### src/sgs_pkg.sv
// shared constants and types for setting group and stage status control
package sgs_pkg;
  // setting groups
  localparam int          NUM_GROUPS         = 4;
  localparam int          GRP_W              = 2;
  localparam logic        ORDER_ASCENDING    = 1'b0;
  localparam logic        ORDER_DESCENDING   = 1'b1;
  // synchronised sampling
  localparam int          SAMPLES_PER_PERIOD = 32;
  localparam int          SAMPLE_SHIFT       = $clog2(SAMPLES_PER_PERIOD);
  // stage enable limit
  localparam int          STAGE_LIMIT_DFLT   = 30;
  localparam int          LIMIT_W            = 8;
  localparam int          WEIGHT_W           = 2;
  localparam int          DELAY_W            = 24;
  // timing
  localparam longint      CLK_HZ             = 10_000_000;
  localparam longint      PULSE_MS           = 500;
  localparam longint      IDLE_MIN           = 5;
  localparam longint      MS_PER_S           = 1000;
  localparam longint      S_PER_MIN          = 60;
  localparam logic [31:0] PULSE_CYCLES_DFLT  = 32'(CLK_HZ * PULSE_MS / MS_PER_S);
  localparam logic [31:0] IDLE_CYCLES_DFLT   = 32'(CLK_HZ * IDLE_MIN * S_PER_MIN);
  // stage status
  typedef enum logic [1:0] {
    SGS_IDLE    = 2'b00,
    SGS_BLOCKED = 2'b01,
    SGS_START   = 2'b10,
    SGS_TRIP    = 2'b11
  } sgs_stage_state_t;
endpackage

### src/sgs_stage_if.sv
// carrier between the controller and one protection stage
`timescale 1ns/1ps
interface sgs_stage_if import sgs_pkg::*; ();
  logic                   enable;
  logic                   fault;
  logic                   block;
  logic                   force_start;
  logic                   force_trip;
  logic [DELAY_W-1:0]     delay;
  sgs_stage_state_t       state;
  logic                   start;
  logic                   trip;
  modport ctl (output enable, fault, block, force_start, force_trip, delay, input state, start, trip);
  modport stg (input enable, fault, block, force_start, force_trip, delay, output state, start, trip);
endinterface

### src/sgs_stage.sv
// one protection stage: idle, blocked, start and trip sequencing
`timescale 1ns/1ps
module sgs_stage import sgs_pkg::*;
(
  // clock, reset, enable
  input  wire logic core_clk_i,
  input  wire logic reset_i,
  input  wire logic clk_en_i,
  // stage signals
  sgs_stage_if.stg  stg
);

  typedef struct packed {
    sgs_stage_state_t   state;
    sgs_stage_state_t   shown;
    logic [DELAY_W-1:0] cnt;
    logic               start;
    logic               trip;
  } sgs_stage_reg_t;

  sgs_stage_reg_t r;
  sgs_stage_reg_t next_r;

  // status sequencing; the delay count survives a block so the delay resumes
  always_comb
  begin
    next_r = r;
    if (!stg.enable)
    begin
      next_r.state = SGS_IDLE;
      next_r.cnt   = '0;
    end
    else
    begin
      case (r.state)
        SGS_IDLE:
        begin
          next_r.cnt = '0;
          if (stg.fault)
            next_r.state = stg.block ? SGS_BLOCKED : SGS_START;
        end
        SGS_BLOCKED:
        begin
          if (!stg.fault)
          begin
            next_r.state = SGS_IDLE;
            next_r.cnt   = '0;
          end
          else if (!stg.block)
            next_r.state = SGS_START;
        end
        SGS_START:
        begin
          if (!stg.fault)
          begin
            next_r.state = SGS_IDLE;
            next_r.cnt   = '0;
          end
          else if (stg.block)
            next_r.state = SGS_BLOCKED;
          else if (r.cnt >= stg.delay)
            next_r.state = SGS_TRIP;
          else
            next_r.cnt = r.cnt + 1'b1;
        end
        SGS_TRIP:
        begin
          // blocking is ignored once tripping
          if (!stg.fault)
          begin
            next_r.state = SGS_IDLE;
            next_r.cnt   = '0;
          end
        end
        default:
        begin
          next_r.state = SGS_IDLE;
          next_r.cnt   = '0;
        end
      endcase
    end
    // forced status overrides only what is reported, not the sequencing
    if (stg.force_trip)
      next_r.shown = SGS_TRIP;
    else if (stg.force_start)
      next_r.shown = SGS_START;
    else
      next_r.shown = next_r.state;
    next_r.start = (next_r.shown == SGS_START) || (next_r.shown == SGS_TRIP);
    next_r.trip  = (next_r.shown == SGS_TRIP);
  end

  // state register
  always_ff @(posedge core_clk_i or posedge reset_i)
  begin
    if (reset_i)
      r <= '0;
    else if (clk_en_i)
      r <= next_r;
  end

  assign stg.state = r.shown;
  assign stg.start = r.start;
  assign stg.trip  = r.trip;
endmodule // sgs_stage

### src/sgs_group_stage_ctrl.sv
// setting group selection, stage limit, force flag and sample timing
// Function
// - constant 32 samples per measured signal period
// - each stage enabled on its own
// - refuse enables beyond weighted stage limit
// - no control input active: default group
// - active input selects its own group
// - several active: ascending or descending priority
// - one input assignment per setting group
// - virtual inputs also control setting groups
// - stage reports idle, blocked, start, trip
// - blocking signal puts detecting stage blocked
// - force flag allows half-second start/trip pulse
// - force flag clears after 5 idle minutes
// - force flag permits relay and mA forcing
// - start on fault, trip after delay
// - block freezes delay, no effect when tripping
`timescale 1ns/1ps
module sgs_group_stage_ctrl import sgs_pkg::*;
#(
  parameter int          NUM_INPUTS   = 16,
  parameter int          NUM_KEYS     = 4,
  parameter int          NUM_VIRTUAL  = 4,
  parameter int          NUM_BUTTONS  = 6,
  parameter int          NUM_STAGES   = 8,
  parameter int          PERIOD_W     = 20,
  parameter int          STAGE_LIMIT  = STAGE_LIMIT_DFLT,
  parameter logic [WEIGHT_W*NUM_STAGES-1:0] STAGE_WEIGHT = {NUM_STAGES{2'h1}},
  parameter logic [31:0] PULSE_CYCLES = PULSE_CYCLES_DFLT,
  parameter logic [31:0] IDLE_CYCLES  = IDLE_CYCLES_DFLT,
  localparam int         SRC_W        = NUM_INPUTS + NUM_KEYS + NUM_VIRTUAL,
  localparam int         SEL_W        = $clog2(SRC_W)
)
(
  // clock, reset, enable
  input  wire logic                          core_clk_i,
  input  wire logic                          reset_i,
  input  wire logic                          clk_en_i,
  // sampling
  input  wire logic                          freq_ref_i,
  output wire logic                          sample_tick_o,
  output wire logic [PERIOD_W-1:0]           sample_interval_o,
  // group control sources and settings
  input  wire logic [NUM_INPUTS-1:0]         binary_input_line_i,
  input  wire logic [NUM_KEYS-1:0]           function_key_i,
  input  wire logic [NUM_VIRTUAL-1:0]        virtual_input_i,
  input  wire logic [NUM_GROUPS*SEL_W-1:0]   group_input_assignment_i,
  input  wire logic [NUM_GROUPS-1:0]         group_input_used_i,
  input  wire logic [GRP_W-1:0]              default_group_setting_i,
  input  wire logic                          group_conflict_order_i,
  output wire logic [GRP_W-1:0]              active_group_o,
  // stages
  input  wire logic [NUM_STAGES-1:0]         stage_enable_req_i,
  input  wire logic [NUM_STAGES-1:0]         stage_fault_i,
  input  wire logic [NUM_STAGES-1:0]         stage_block_i,
  input  wire logic [NUM_STAGES*DELAY_W-1:0] stage_delay_i,
  output wire logic [NUM_STAGES-1:0]         stage_enabled_o,
  output wire logic                          stage_limit_refused_o,
  output wire logic [NUM_STAGES*2-1:0]       stage_state_o,
  output wire logic [NUM_STAGES-1:0]         stage_start_o,
  output wire logic [NUM_STAGES-1:0]         stage_trip_o,
  // forcing
  input  wire logic [NUM_BUTTONS-1:0]        panel_button_i,
  input  wire logic                          force_flag_set_i,
  input  wire logic                          force_flag_clear_i,
  input  wire logic [NUM_STAGES-1:0]         force_start_req_i,
  input  wire logic [NUM_STAGES-1:0]         force_trip_req_i,
  input  wire logic                          relay_force_req_i,
  input  wire logic                          ma_force_req_i,
  output wire logic                          force_flag_o,
  output wire logic                          force_pulse_o,
  output wire logic                          relay_force_en_o,
  output wire logic                          ma_force_en_o
);

  typedef struct packed {
    logic [NUM_INPUTS-1:0]  bin_m;
    logic [NUM_INPUTS-1:0]  bin_s;
    logic [NUM_KEYS-1:0]    key_m;
    logic [NUM_KEYS-1:0]    key_s;
    logic [NUM_BUTTONS-1:0] btn_m;
    logic [NUM_BUTTONS-1:0] btn_s;
    logic [NUM_BUTTONS-1:0] btn_d;
    logic                   freq_m;
    logic                   freq_s;
    logic                   freq_d;
    logic [PERIOD_W-1:0]    period_cnt;
    logic [PERIOD_W-1:0]    sample_div;
    logic [PERIOD_W-1:0]    sample_cnt;
    logic                   sample_tick;
    logic [GRP_W-1:0]       group;
    logic [NUM_STAGES-1:0]  stage_en;
    logic                   refused;
    logic                   force_flag;
    logic [31:0]            idle_cnt;
    logic [31:0]            pulse_cnt;
    logic                   pulse;
    logic [NUM_STAGES-1:0]  f_start;
    logic [NUM_STAGES-1:0]  f_trip;
    logic                   relay_en;
    logic                   ma_en;
  } sgs_top_t;

  sgs_top_t r;
  sgs_top_t next_r;

  logic [SRC_W-1:0]      src;
  logic [NUM_GROUPS-1:0] grp_act;
  logic [NUM_STAGES-1:0] grant;
  logic                  key_press;
  logic                  freq_edge;

  // picks one source bit; an out-of-range selection reads inactive
  function automatic logic src_bit(input logic [SRC_W-1:0] s, input logic [SEL_W-1:0] sel);
    src_bit = (int'(sel) < SRC_W) ? s[sel] : 1'b0;
  endfunction

  // conflict resolution: ascending lets the lowest group win
  function automatic logic [GRP_W-1:0] pick_group(input logic [NUM_GROUPS-1:0] act, input logic order,
                                                  input logic [GRP_W-1:0] dflt);
    pick_group = dflt;
    for (int g = 0; g < NUM_GROUPS; g++)
    begin
      if (order == ORDER_ASCENDING && act[NUM_GROUPS-1-g])
        pick_group = GRP_W'(NUM_GROUPS - 1 - g);
      else if (order == ORDER_DESCENDING && act[g])
        pick_group = GRP_W'(g);
    end
  endfunction

  // lower-numbered stages keep their enable when the weighted budget runs out
  function automatic logic [NUM_STAGES-1:0] grant_stages(input logic [NUM_STAGES-1:0] req);
    logic [LIMIT_W-1:0] used;
    logic [LIMIT_W-1:0] w;
    used         = '0;
    w            = '0;
    grant_stages = '0;
    for (int i = 0; i < NUM_STAGES; i++)
    begin
      w = LIMIT_W'(STAGE_WEIGHT[WEIGHT_W*i +: WEIGHT_W]);
      if (req[i] && (used + w <= LIMIT_W'(STAGE_LIMIT)))
      begin
        grant_stages[i] = 1'b1;
        used            = used + w;
      end
    end
  endfunction

  // group control sources: pins after sync, virtual inputs direct
  assign src       = {virtual_input_i, r.key_s, r.bin_s};
  assign key_press = |(r.btn_s & ~r.btn_d);
  assign freq_edge = r.freq_s & ~r.freq_d;
  assign grant     = grant_stages(stage_enable_req_i);

  for (genvar g = 0; g < NUM_GROUPS; g++)
  begin : g_grp
    assign grp_act[g] = group_input_used_i[g] &
                        src_bit(src, group_input_assignment_i[SEL_W*g +: SEL_W]);
  end

  // next-state logic
  always_comb
  begin
    next_r        = r;
    // two-flop synchronisers for pins
    next_r.bin_m  = binary_input_line_i;
    next_r.bin_s  = r.bin_m;
    next_r.key_m  = function_key_i;
    next_r.key_s  = r.key_m;
    next_r.btn_m  = panel_button_i;
    next_r.btn_s  = r.btn_m;
    next_r.btn_d  = r.btn_s;
    next_r.freq_m = freq_ref_i;
    next_r.freq_s = r.freq_m;
    next_r.freq_d = r.freq_s;

    // period measure; interval re-derived and phase re-aligned every period
    next_r.sample_tick = 1'b0;
    if (r.period_cnt != '1)
      next_r.period_cnt = r.period_cnt + 1'b1;
    if (freq_edge)
    begin
      next_r.period_cnt  = '0;
      // spacing rounded up from the finished period length, so a period never holds a 33rd strobe
      next_r.sample_div  = PERIOD_W'(({1'b0, r.period_cnt} + (PERIOD_W+1)'(SAMPLES_PER_PERIOD))
                                     >> SAMPLE_SHIFT);
      next_r.sample_cnt  = '0;
      next_r.sample_tick = 1'b1;
    end
    else if (r.sample_cnt >= r.sample_div - 1'b1)
    begin
      next_r.sample_cnt  = '0;
      next_r.sample_tick = 1'b1;
    end
    else
      next_r.sample_cnt = r.sample_cnt + 1'b1;

    // group and stage enables, updated every cycle
    next_r.group    = pick_group(grp_act, group_conflict_order_i, default_group_setting_i);
    next_r.stage_en = grant;
    next_r.refused  = |(stage_enable_req_i & ~grant);

    // force flag with panel inactivity timeout; setting wins over clearing
    if (key_press || force_flag_set_i)
      next_r.idle_cnt = '0;
    else if (r.force_flag)
      next_r.idle_cnt = r.idle_cnt + 32'h1;
    if (force_flag_set_i)
      next_r.force_flag = 1'b1;
    else if (force_flag_clear_i || (r.force_flag && !key_press && r.idle_cnt >= IDLE_CYCLES - 32'h1))
      next_r.force_flag = 1'b0;

    // one shared pulse; requests during a running pulse are ignored
    if (r.pulse)
    begin
      if (r.pulse_cnt == '0)
      begin
        next_r.pulse   = 1'b0;
        next_r.f_start = '0;
        next_r.f_trip  = '0;
      end
      else
        next_r.pulse_cnt = r.pulse_cnt - 32'h1;
    end
    else if (r.force_flag && |(force_start_req_i | force_trip_req_i))
    begin
      next_r.pulse     = 1'b1;
      next_r.pulse_cnt = PULSE_CYCLES - 32'h1;
      next_r.f_start   = force_start_req_i;
      next_r.f_trip    = force_trip_req_i;
    end
    next_r.relay_en = r.force_flag & relay_force_req_i;
    next_r.ma_en    = r.force_flag & ma_force_req_i;
  end

  // state register
  always_ff @(posedge core_clk_i or posedge reset_i)
  begin
    if (reset_i)
      r <= '0;
    else if (clk_en_i)
      r <= next_r;
  end

  // protection stages
  for (genvar i = 0; i < NUM_STAGES; i++)
  begin : g_stage
    sgs_stage_if u_if ();
    assign u_if.enable      = r.stage_en[i];
    assign u_if.fault       = stage_fault_i[i];
    assign u_if.block       = stage_block_i[i];
    assign u_if.force_start = r.f_start[i];
    assign u_if.force_trip  = r.f_trip[i];
    assign u_if.delay       = stage_delay_i[DELAY_W*i +: DELAY_W];
    assign stage_state_o[2*i +: 2] = u_if.state;
    assign stage_start_o[i]        = u_if.start;
    assign stage_trip_o[i]         = u_if.trip;
    sgs_stage u_stage (
      .core_clk_i (core_clk_i),
      .reset_i    (reset_i),
      .clk_en_i   (clk_en_i),
      .stg        (u_if.stg)
    );
  end

  assign sample_tick_o         = r.sample_tick;
  assign sample_interval_o     = r.sample_div;
  assign active_group_o        = r.group;
  assign stage_enabled_o       = r.stage_en;
  assign stage_limit_refused_o = r.refused;
  assign force_flag_o          = r.force_flag;
  assign force_pulse_o         = r.pulse;
  assign relay_force_en_o      = r.relay_en;
  assign ma_force_en_o         = r.ma_en;

  // checks; helper counts enabled cycles of a force pulse
  logic [31:0] hlp_pulse_len;
  always_ff @(posedge core_clk_i or posedge reset_i)
  begin
    if (reset_i)
      hlp_pulse_len <= '0;
    else if (!r.pulse)
      hlp_pulse_len <= '0;
    else if (clk_en_i)
      hlp_pulse_len <= hlp_pulse_len + 32'h1;
  end
endmodule // sgs_group_stage_ctrl

### config.mk
export PLATFORM = sky130hd
export DESIGN_NAME = sgs_group_stage_ctrl
export DESIGN_NICKNAME = d
export VERILOG_FILES = /design/src/sgs_pkg.sv /design/src/sgs_stage_if.sv /design/src/sgs_stage.sv /design/src/sgs_group_stage_ctrl.sv
export SDC_FILE = /design/constraint.sdc
export NUM_CORES = 2
export LEC_CHECK = 0
export BUFFER_PORTS_ARGS = -buffer_cell sky130_fd_sc_hd__buf_2
export CORE_AREA = 2 2 224 226
export DETAILED_ROUTE_END_ITERATION = 8
export DIE_AREA = 0 0 226 228
export PLACE_DENSITY = 0.88
export SYNTH_ARGS = -nofsm -noshare
export SYNTH_HDL_FRONTEND = slang
export SYNTH_SLANG_ARGS = --single-unit
### constraint.sdc
create_clock -name core_clk_i -period 17.3 [get_ports core_clk_i]
set_input_delay 0.865 -clock core_clk_i [delete_from_list [all_inputs] [get_ports core_clk_i]]
set_output_delay 0.865 -clock core_clk_i [all_outputs]
set_load 0.02 [all_outputs]
# Yosys cells after proc, flatten, opt, wreduce, memory -nomap -nowiden

Index checks and enable logic that the tools add are counted.

Flip-flop bits (word level): 453
Input bits: 297
Word-level logic and storage cells: 451

$add $sub $neg: 21
Magnitude comparators: 25
Eq/ne operators: 67
Multiplexer cells: 192
Bitwise operators: 14
Reductions and logical operators: 67

Operators by type and width:

| kind                    | number |
|---|---|
| $mux W24                | 40 |
| $pmux W24 S3            | 8 |
| $add A24 B1 Y24 const B | 8 |
| $ge A24 B24 Y1          | 8 |
| $mux W2                 | 96 |
| $mux W49                | 2 |
| $mux W32                | 3 |
| $eq A2 B2 Y1 const B    | 32 |
| $ne A4 B4 Y1 const B    | 16 |
| $pmux W2 S4             | 8 |
| $add A8 B1 Y8 const B   | 7 |
| $le A8 B5 Y1 const B    | 7 |
| $mux W8                 | 6 |
| $add A20 B1 Y20 const B | 2 |
| $mux W20                | 2 |
| $mux W40                | 1 |
| $add A32 B1 Y32 const B | 1 |
| $ge A32 B32 Y1 const B  | 1 |
| $logic_not A32 Y1       | 1 |
| $reduce_and A4 Y1       | 8 |
| $sub A32 B1 Y32 const B | 1 |
| $lt A5 B6 Y1 const B    | 4 |
| $ne A3 B3 Y1 const B    | 8 |
| $add A20 B6 Y21 const B | 1 |
| other kinds (28)        | 115 |

# Depth between registers and ports, before layout

Depth after elaboration: 32
Gate-level depth with buffers: 26
Gate-level depth less buffers: 26

# Hierarchy

Synthesis repeated with hierarchy kept, for this count alone.

Cell total of the unflattened synthesis: 3408
Area total of the unflattened synthesis: 30715.7 um^2

Modules (own cells, without submodules):

| module                             | instances | cells each | area an instance (um^2) | sequential area each (um^2) |
|---|---|---|---|---|
| sgs_stage (g_stage[0].u_stage ...) | 7         | 274        | 2332.2                  | 750.7 |
| sgs_group_stage_ctrl               | 1         | 1211       | 12015.3                 | 5330.1 |
| sgs_stage (g_stage[7].u_stage)     | 1         | 279        | 2374.8                  | 750.7 |

# Worst setup path after synthesis

No wires, ideal clock.

Path kind: input port to flip-flop
Start: in stage_enable_req_i[0]
End: reg r (netlist bit stage_limit_refused_o)
Library setup time: 77 ps
Arrival: 4717 ps
Required time: 17223 ps
Setup slack: 12506 ps
Stages on the path: 24
Path through: inv_1 -> ha_1 -> xor2_1 -> ha_1 -> nand2_1 -> o31ai_1 -> ha_1 -> mux2i_1 -> inv_1 -> ha_1 -> nand2_1 -> xor2_1 -> xor2_1 -> nand2b_1 -> mux2i_1 -> and3b_1 -> nand2b_1 -> mux2_2 -> ha_1 -> nand2b_1 -> nor2_1 -> o21ai_0 -> a21o_1 -> a21oi_1

Cells in the longest elaborated chain, start to end: 32
Elaborated cells on any way between the ends: 39

RTL lines:

| element              | RTL line                                                 | text |
|---|---|---|
| start, declared      | sgs_group_stage_ctrl.sv:53                               | `input wire logic [NUM_STAGES-1:0] stage_enable_req_i,` |
| $mux W1              | sgs_group_stage_ctrl.sv:141                              | `if (req[i] && (used + w <= LIMIT_W'(STAGE_LIMIT)))` |
| $add A8 B1 Y8        | sgs_group_stage_ctrl.sv:141, sgs_group_stage_ctrl.sv:144 |  |
| $le A8 B5 Y1         | sgs_group_stage_ctrl.sv:141                              |  |
| $logic_and A1 B1 Y1  | sgs_group_stage_ctrl.sv:141                              |  |
| $mux W8              | sgs_group_stage_ctrl.sv:141                              |  |
| $add A8 B1 Y8        | sgs_group_stage_ctrl.sv:141, sgs_group_stage_ctrl.sv:144 |  |
| $le A8 B5 Y1         | sgs_group_stage_ctrl.sv:141                              |  |
| $logic_and A1 B1 Y1  | sgs_group_stage_ctrl.sv:141                              |  |
| [16 not listed]      | -                                                        |  |
| $mux W8              | sgs_group_stage_ctrl.sv:141                              |  |
| $add A8 B1 Y8        | -                                                        |  |
| $le A8 B5 Y1         | sgs_group_stage_ctrl.sv:141                              |  |
| $logic_and A1 B1 Y1  | sgs_group_stage_ctrl.sv:141                              |  |
| $mux W1              | sgs_group_stage_ctrl.sv:141                              |  |
| $not A8 Y8           | sgs_group_stage_ctrl.sv:201                              | `next_r.refused = \|(stage_enable_req_i & ~grant);` |
| $and A8 B8 Y8 *      | sgs_group_stage_ctrl.sv:201                              |  |
| $reduce_or A8 Y1 *   | sgs_group_stage_ctrl.sv:201                              |  |
| end signal, assigned | sgs_group_stage_ctrl.sv:242                              | `r <= next_r;` |
| end, declared        | sgs_group_stage_ctrl.sv:104                              | `sgs_top_t r;` |

Every way passes the cells marked *; elsewhere a longest branch is shown, timed or not.
A chain may end at the register's enable or synchronous reset.

# Worst setup path in the final report

Ends and elaborated chain as after synthesis.

==> flow_summary.toml <==
[floorplan]
row_count = 82
die_area_sq_mm = 0.0515
initial_core_util = 0.582
io_pins = 365
chipWidth_um = 226
chipHeight_um = 228
coreArea_sq_mm = 0.0493

[route]
wirelength_um = 69900
vias = 24000
via_per_inst = 5.82
drtAntennaViolNets = 0
drtIter0Drc = 1915
drc = 0
routedWlPerCell_um = 16.9
drt_pre_antenna_iters = 6

[cts]
cts_resized = 0
path_clk_slew_ns = 0.07
root_buffer = "clkbuf_16"
worstSkewPairLatency_ns = 0.60
cts_buffer_depth = 3
postCtsSetupRepairBufs = 0
cts-htree-levels = 2
cts_made_buffers = 50
holdBufCountCts = 0
cts_tree = "built"
cts_num_sinks = 453

[grt]
grt_pass1_wl_um = 115000
overflow = 0
first_global_vias = 23500
grt_max_degree = 175
antenna_found_initial = 8
grt_usage = 0.271

[final_layout]
final_design_area_no_fill_sq_mm = 0.0325
nFillCells = 3755
area.growth.synth_to_final_pct = 13.2
drive_above_1_share = 0.168
nNetsFinal = 3942

[power]
p_sw_frac = 0.297
comb_power_share = 0.185
leakage_nw = 15.7
powerDensity_mw_per_mm2 = 89.7
peakVddDrop_v = 0.0000671
p_switching_w = 0.000865
power.share.sequential = 0.427
internal_power_w = 0.00205
pwr-share-clk = 0.388

[setup_path]
worstSetupStartpointType = "primary input"
worstPathRequired_ns = 17.81
cp_max_fo = 5
arrival_ns = 5.34
slowest_stage = "ha_1"
cpPeakStageDelay_ns = 0.36
path_class = "in2reg"
cp-end-kind = "flip-flop"
crit_top_cell = "ha_1"

[placement]
place_area_sq_mm = 0.0307
globalplace.congestion = 0.949
dp_hpwl_um = 50400
port_buffers = 360

[synthesis]
synth_area_leaders = "dfrtp_1 (39%), ha_1 (10%), nor2_1 (4.6%)"
synth_area_leader_cell = "dfrtp_1"
syn_inst = 3135
seq_area_frac_synth = 0.395
async_flop_share = 1.00
avgSynthCellArea_sq_um = 9.15
syn_area_sq_mm = 0.0287
netlist_top_cells_count = "dfrtp_1 (453), nor2_1 (348), inv_1 (272), ha_1 (235), nand2_1 (223)"
synth_cell_types = 74
synth_warnings = 0
ys_ff_latch = 453
synth_edf_count = 0
yosysMostFrequentCell = "dfrtp_1"
synth_top_cell_area_share = 0.395
synth_ff_type = "dfrtp_1"

[timing]
maxSlewHeadroom = 0.148
period_minus_slack_ns = 4.83
fmax_mhz = 207
grt_setup_unrepaired = "no"
finalSetupViolations = 0
tns_ns = 0
drv_slew = 0
tightest_slew_ns = 1.27
clock_skew_ns = 0.0273
final_hold_viol_count = 0
period_share = 0.279

[run_status]
status = "finished, final reports clean"

[worst_hold_path]
hold_class = "in2async"

[run]
drv_cap = 0
==> kinds of logic (layout without fill, tap and decap cells) <==
kind of cell / count (synthesis) / count (layout) / share of synthesized area
simple gates: 1129 / 1129 / 0.194
compound gates: 533 / 533 / 0.117
flops: 453 / 453 / 0.395
buf+inv: 432 / 745 / 0.0648
xor+xnor: 243 / 243 / 0.0747
fa+ha+maj: 235 / 235 / 0.102
mux: 109 / 109 / 0.0514
other cells: 1 / 10 / 0.000131
==> per-layer routing <==
layer,track usage,vias to the layer above,part of all wire
met5,0,-,0.00050
met4,0.112,6,0.040
met3,0.0524,179,0.069
met2,0.444,874,0.47
met1,0.354,11500,0.42
li1,-,11500,-
==> worst max-delay path: cells and delay by family <==
kind	cells	cell delay [ns]
adders and majority gates	5	1.47
xor gates and xnor gates	3	0.73
muxes	3	0.72
and+or+nand+nor	7	0.79
buffers and inverters	3	0.24
AOI/OAI and AO/OA	4	0.50
==> power groups by stage <==
stage	Sequential, W	Combinational (W)	Clock (W)
3_3_place_gp	0.00125	0.000519	0
4_1_cts	0.00124	0.000541	0.00115
6_report	0.00124	0.000540	0.00113
5_1_grt	0.00125	0.000602	0.00119
2_1_floorplan	0.00122	0.000420	0
3_5_place_dp	0.00126	0.000536	0
==> state kept, by name (all words and copies together) (netlist names) <==
signal	flops
force_pulse_o	1
next_r	34
sample_tick_o	1
g_stage.u_if.force_trip	8
stage_limit_refused_o	1
sample_interval_o	16
relay_force_en_o	1
ma_force_en_o	1
g_stage.u_if.force_start	8
active_group_o	2
r	131
g_stage.u_stage.stg.state	16
g_stage.u_stage.stg.start	8
g_stage.u_stage.r	208
stage_enabled_o	8
g_stage.u_stage.stg.trip	8
force_flag_o	1
==> cell usage in the layout, fill, tap and decap left out, types with 28 or more instances in the layout <==
cell / count
a211oi_1: 28
a21o_1: 67
a21oi_1: 149
and3_1: 31
buf_2: 359
clkbuf_16: 50
dfrtp_1: 453
ha_1: 235
inv_1: 270
mux2_2: 66
nand2_1: 223
nand3_1: 109
nand4_1: 80
nor2_1: 348
nor2b_1: 28
nor3_1: 72
nor4_1: 49
o21ai_0: 143
or3_1: 54
xnor2_1: 143
xor2_1: 99
==> per-stage QoR <==
stage               worst slack [ns]  hold WS (ns)   util  instances  total power, W
floorplan                       3.81         0.449      -       3138         0.00164
global placement               12.04         0.456  0.622       4030         0.00177
detailed placement             11.90         0.463  0.622       4030         0.00180
CTS                            12.49         0.453  0.658       4123         0.00293
global route                   12.04         0.476  0.658       4128         0.00305
finish                         12.47         0.405  0.658       4129         0.00291
==> path summary, 6_finish.rpt <==
check,start,to,slack (ns),depth (start not counted)
min,reset_i,g_stage[0].u_stage.r[16],0.40,2
max reg2reg,sample_interval_o[10],r[104],13.49,12
min reg2reg,g_stage[1].u_stage.stg.state[1],g_stage[1].u_stage.stg.state[1],0.47,1
max,stage_enable_req_i[0],stage_limit_refused_o,12.47,25
max in group asynchronous,reset_i,g_stage[7].u_stage.r[19],14.41,4
min in group core_clk_i,g_stage[1].u_stage.stg.state[1],g_stage[1].u_stage.stg.state[1],0.47,1
==> cell type report <==
class                   instances  area (sq um)  area share
repair buffers                380          1970      0.0607
flip-flops and latches        453         11300       0.349
inverters                     272          1030      0.0317
well taps                     672           841      0.0259
multi-input cells            2253         15500       0.478
diodes                          6          15.0    0.000462
clock inverters                27           353      0.0109
clock buffers                  66          1400      0.0431
Power figures use the tool's default switching activity.
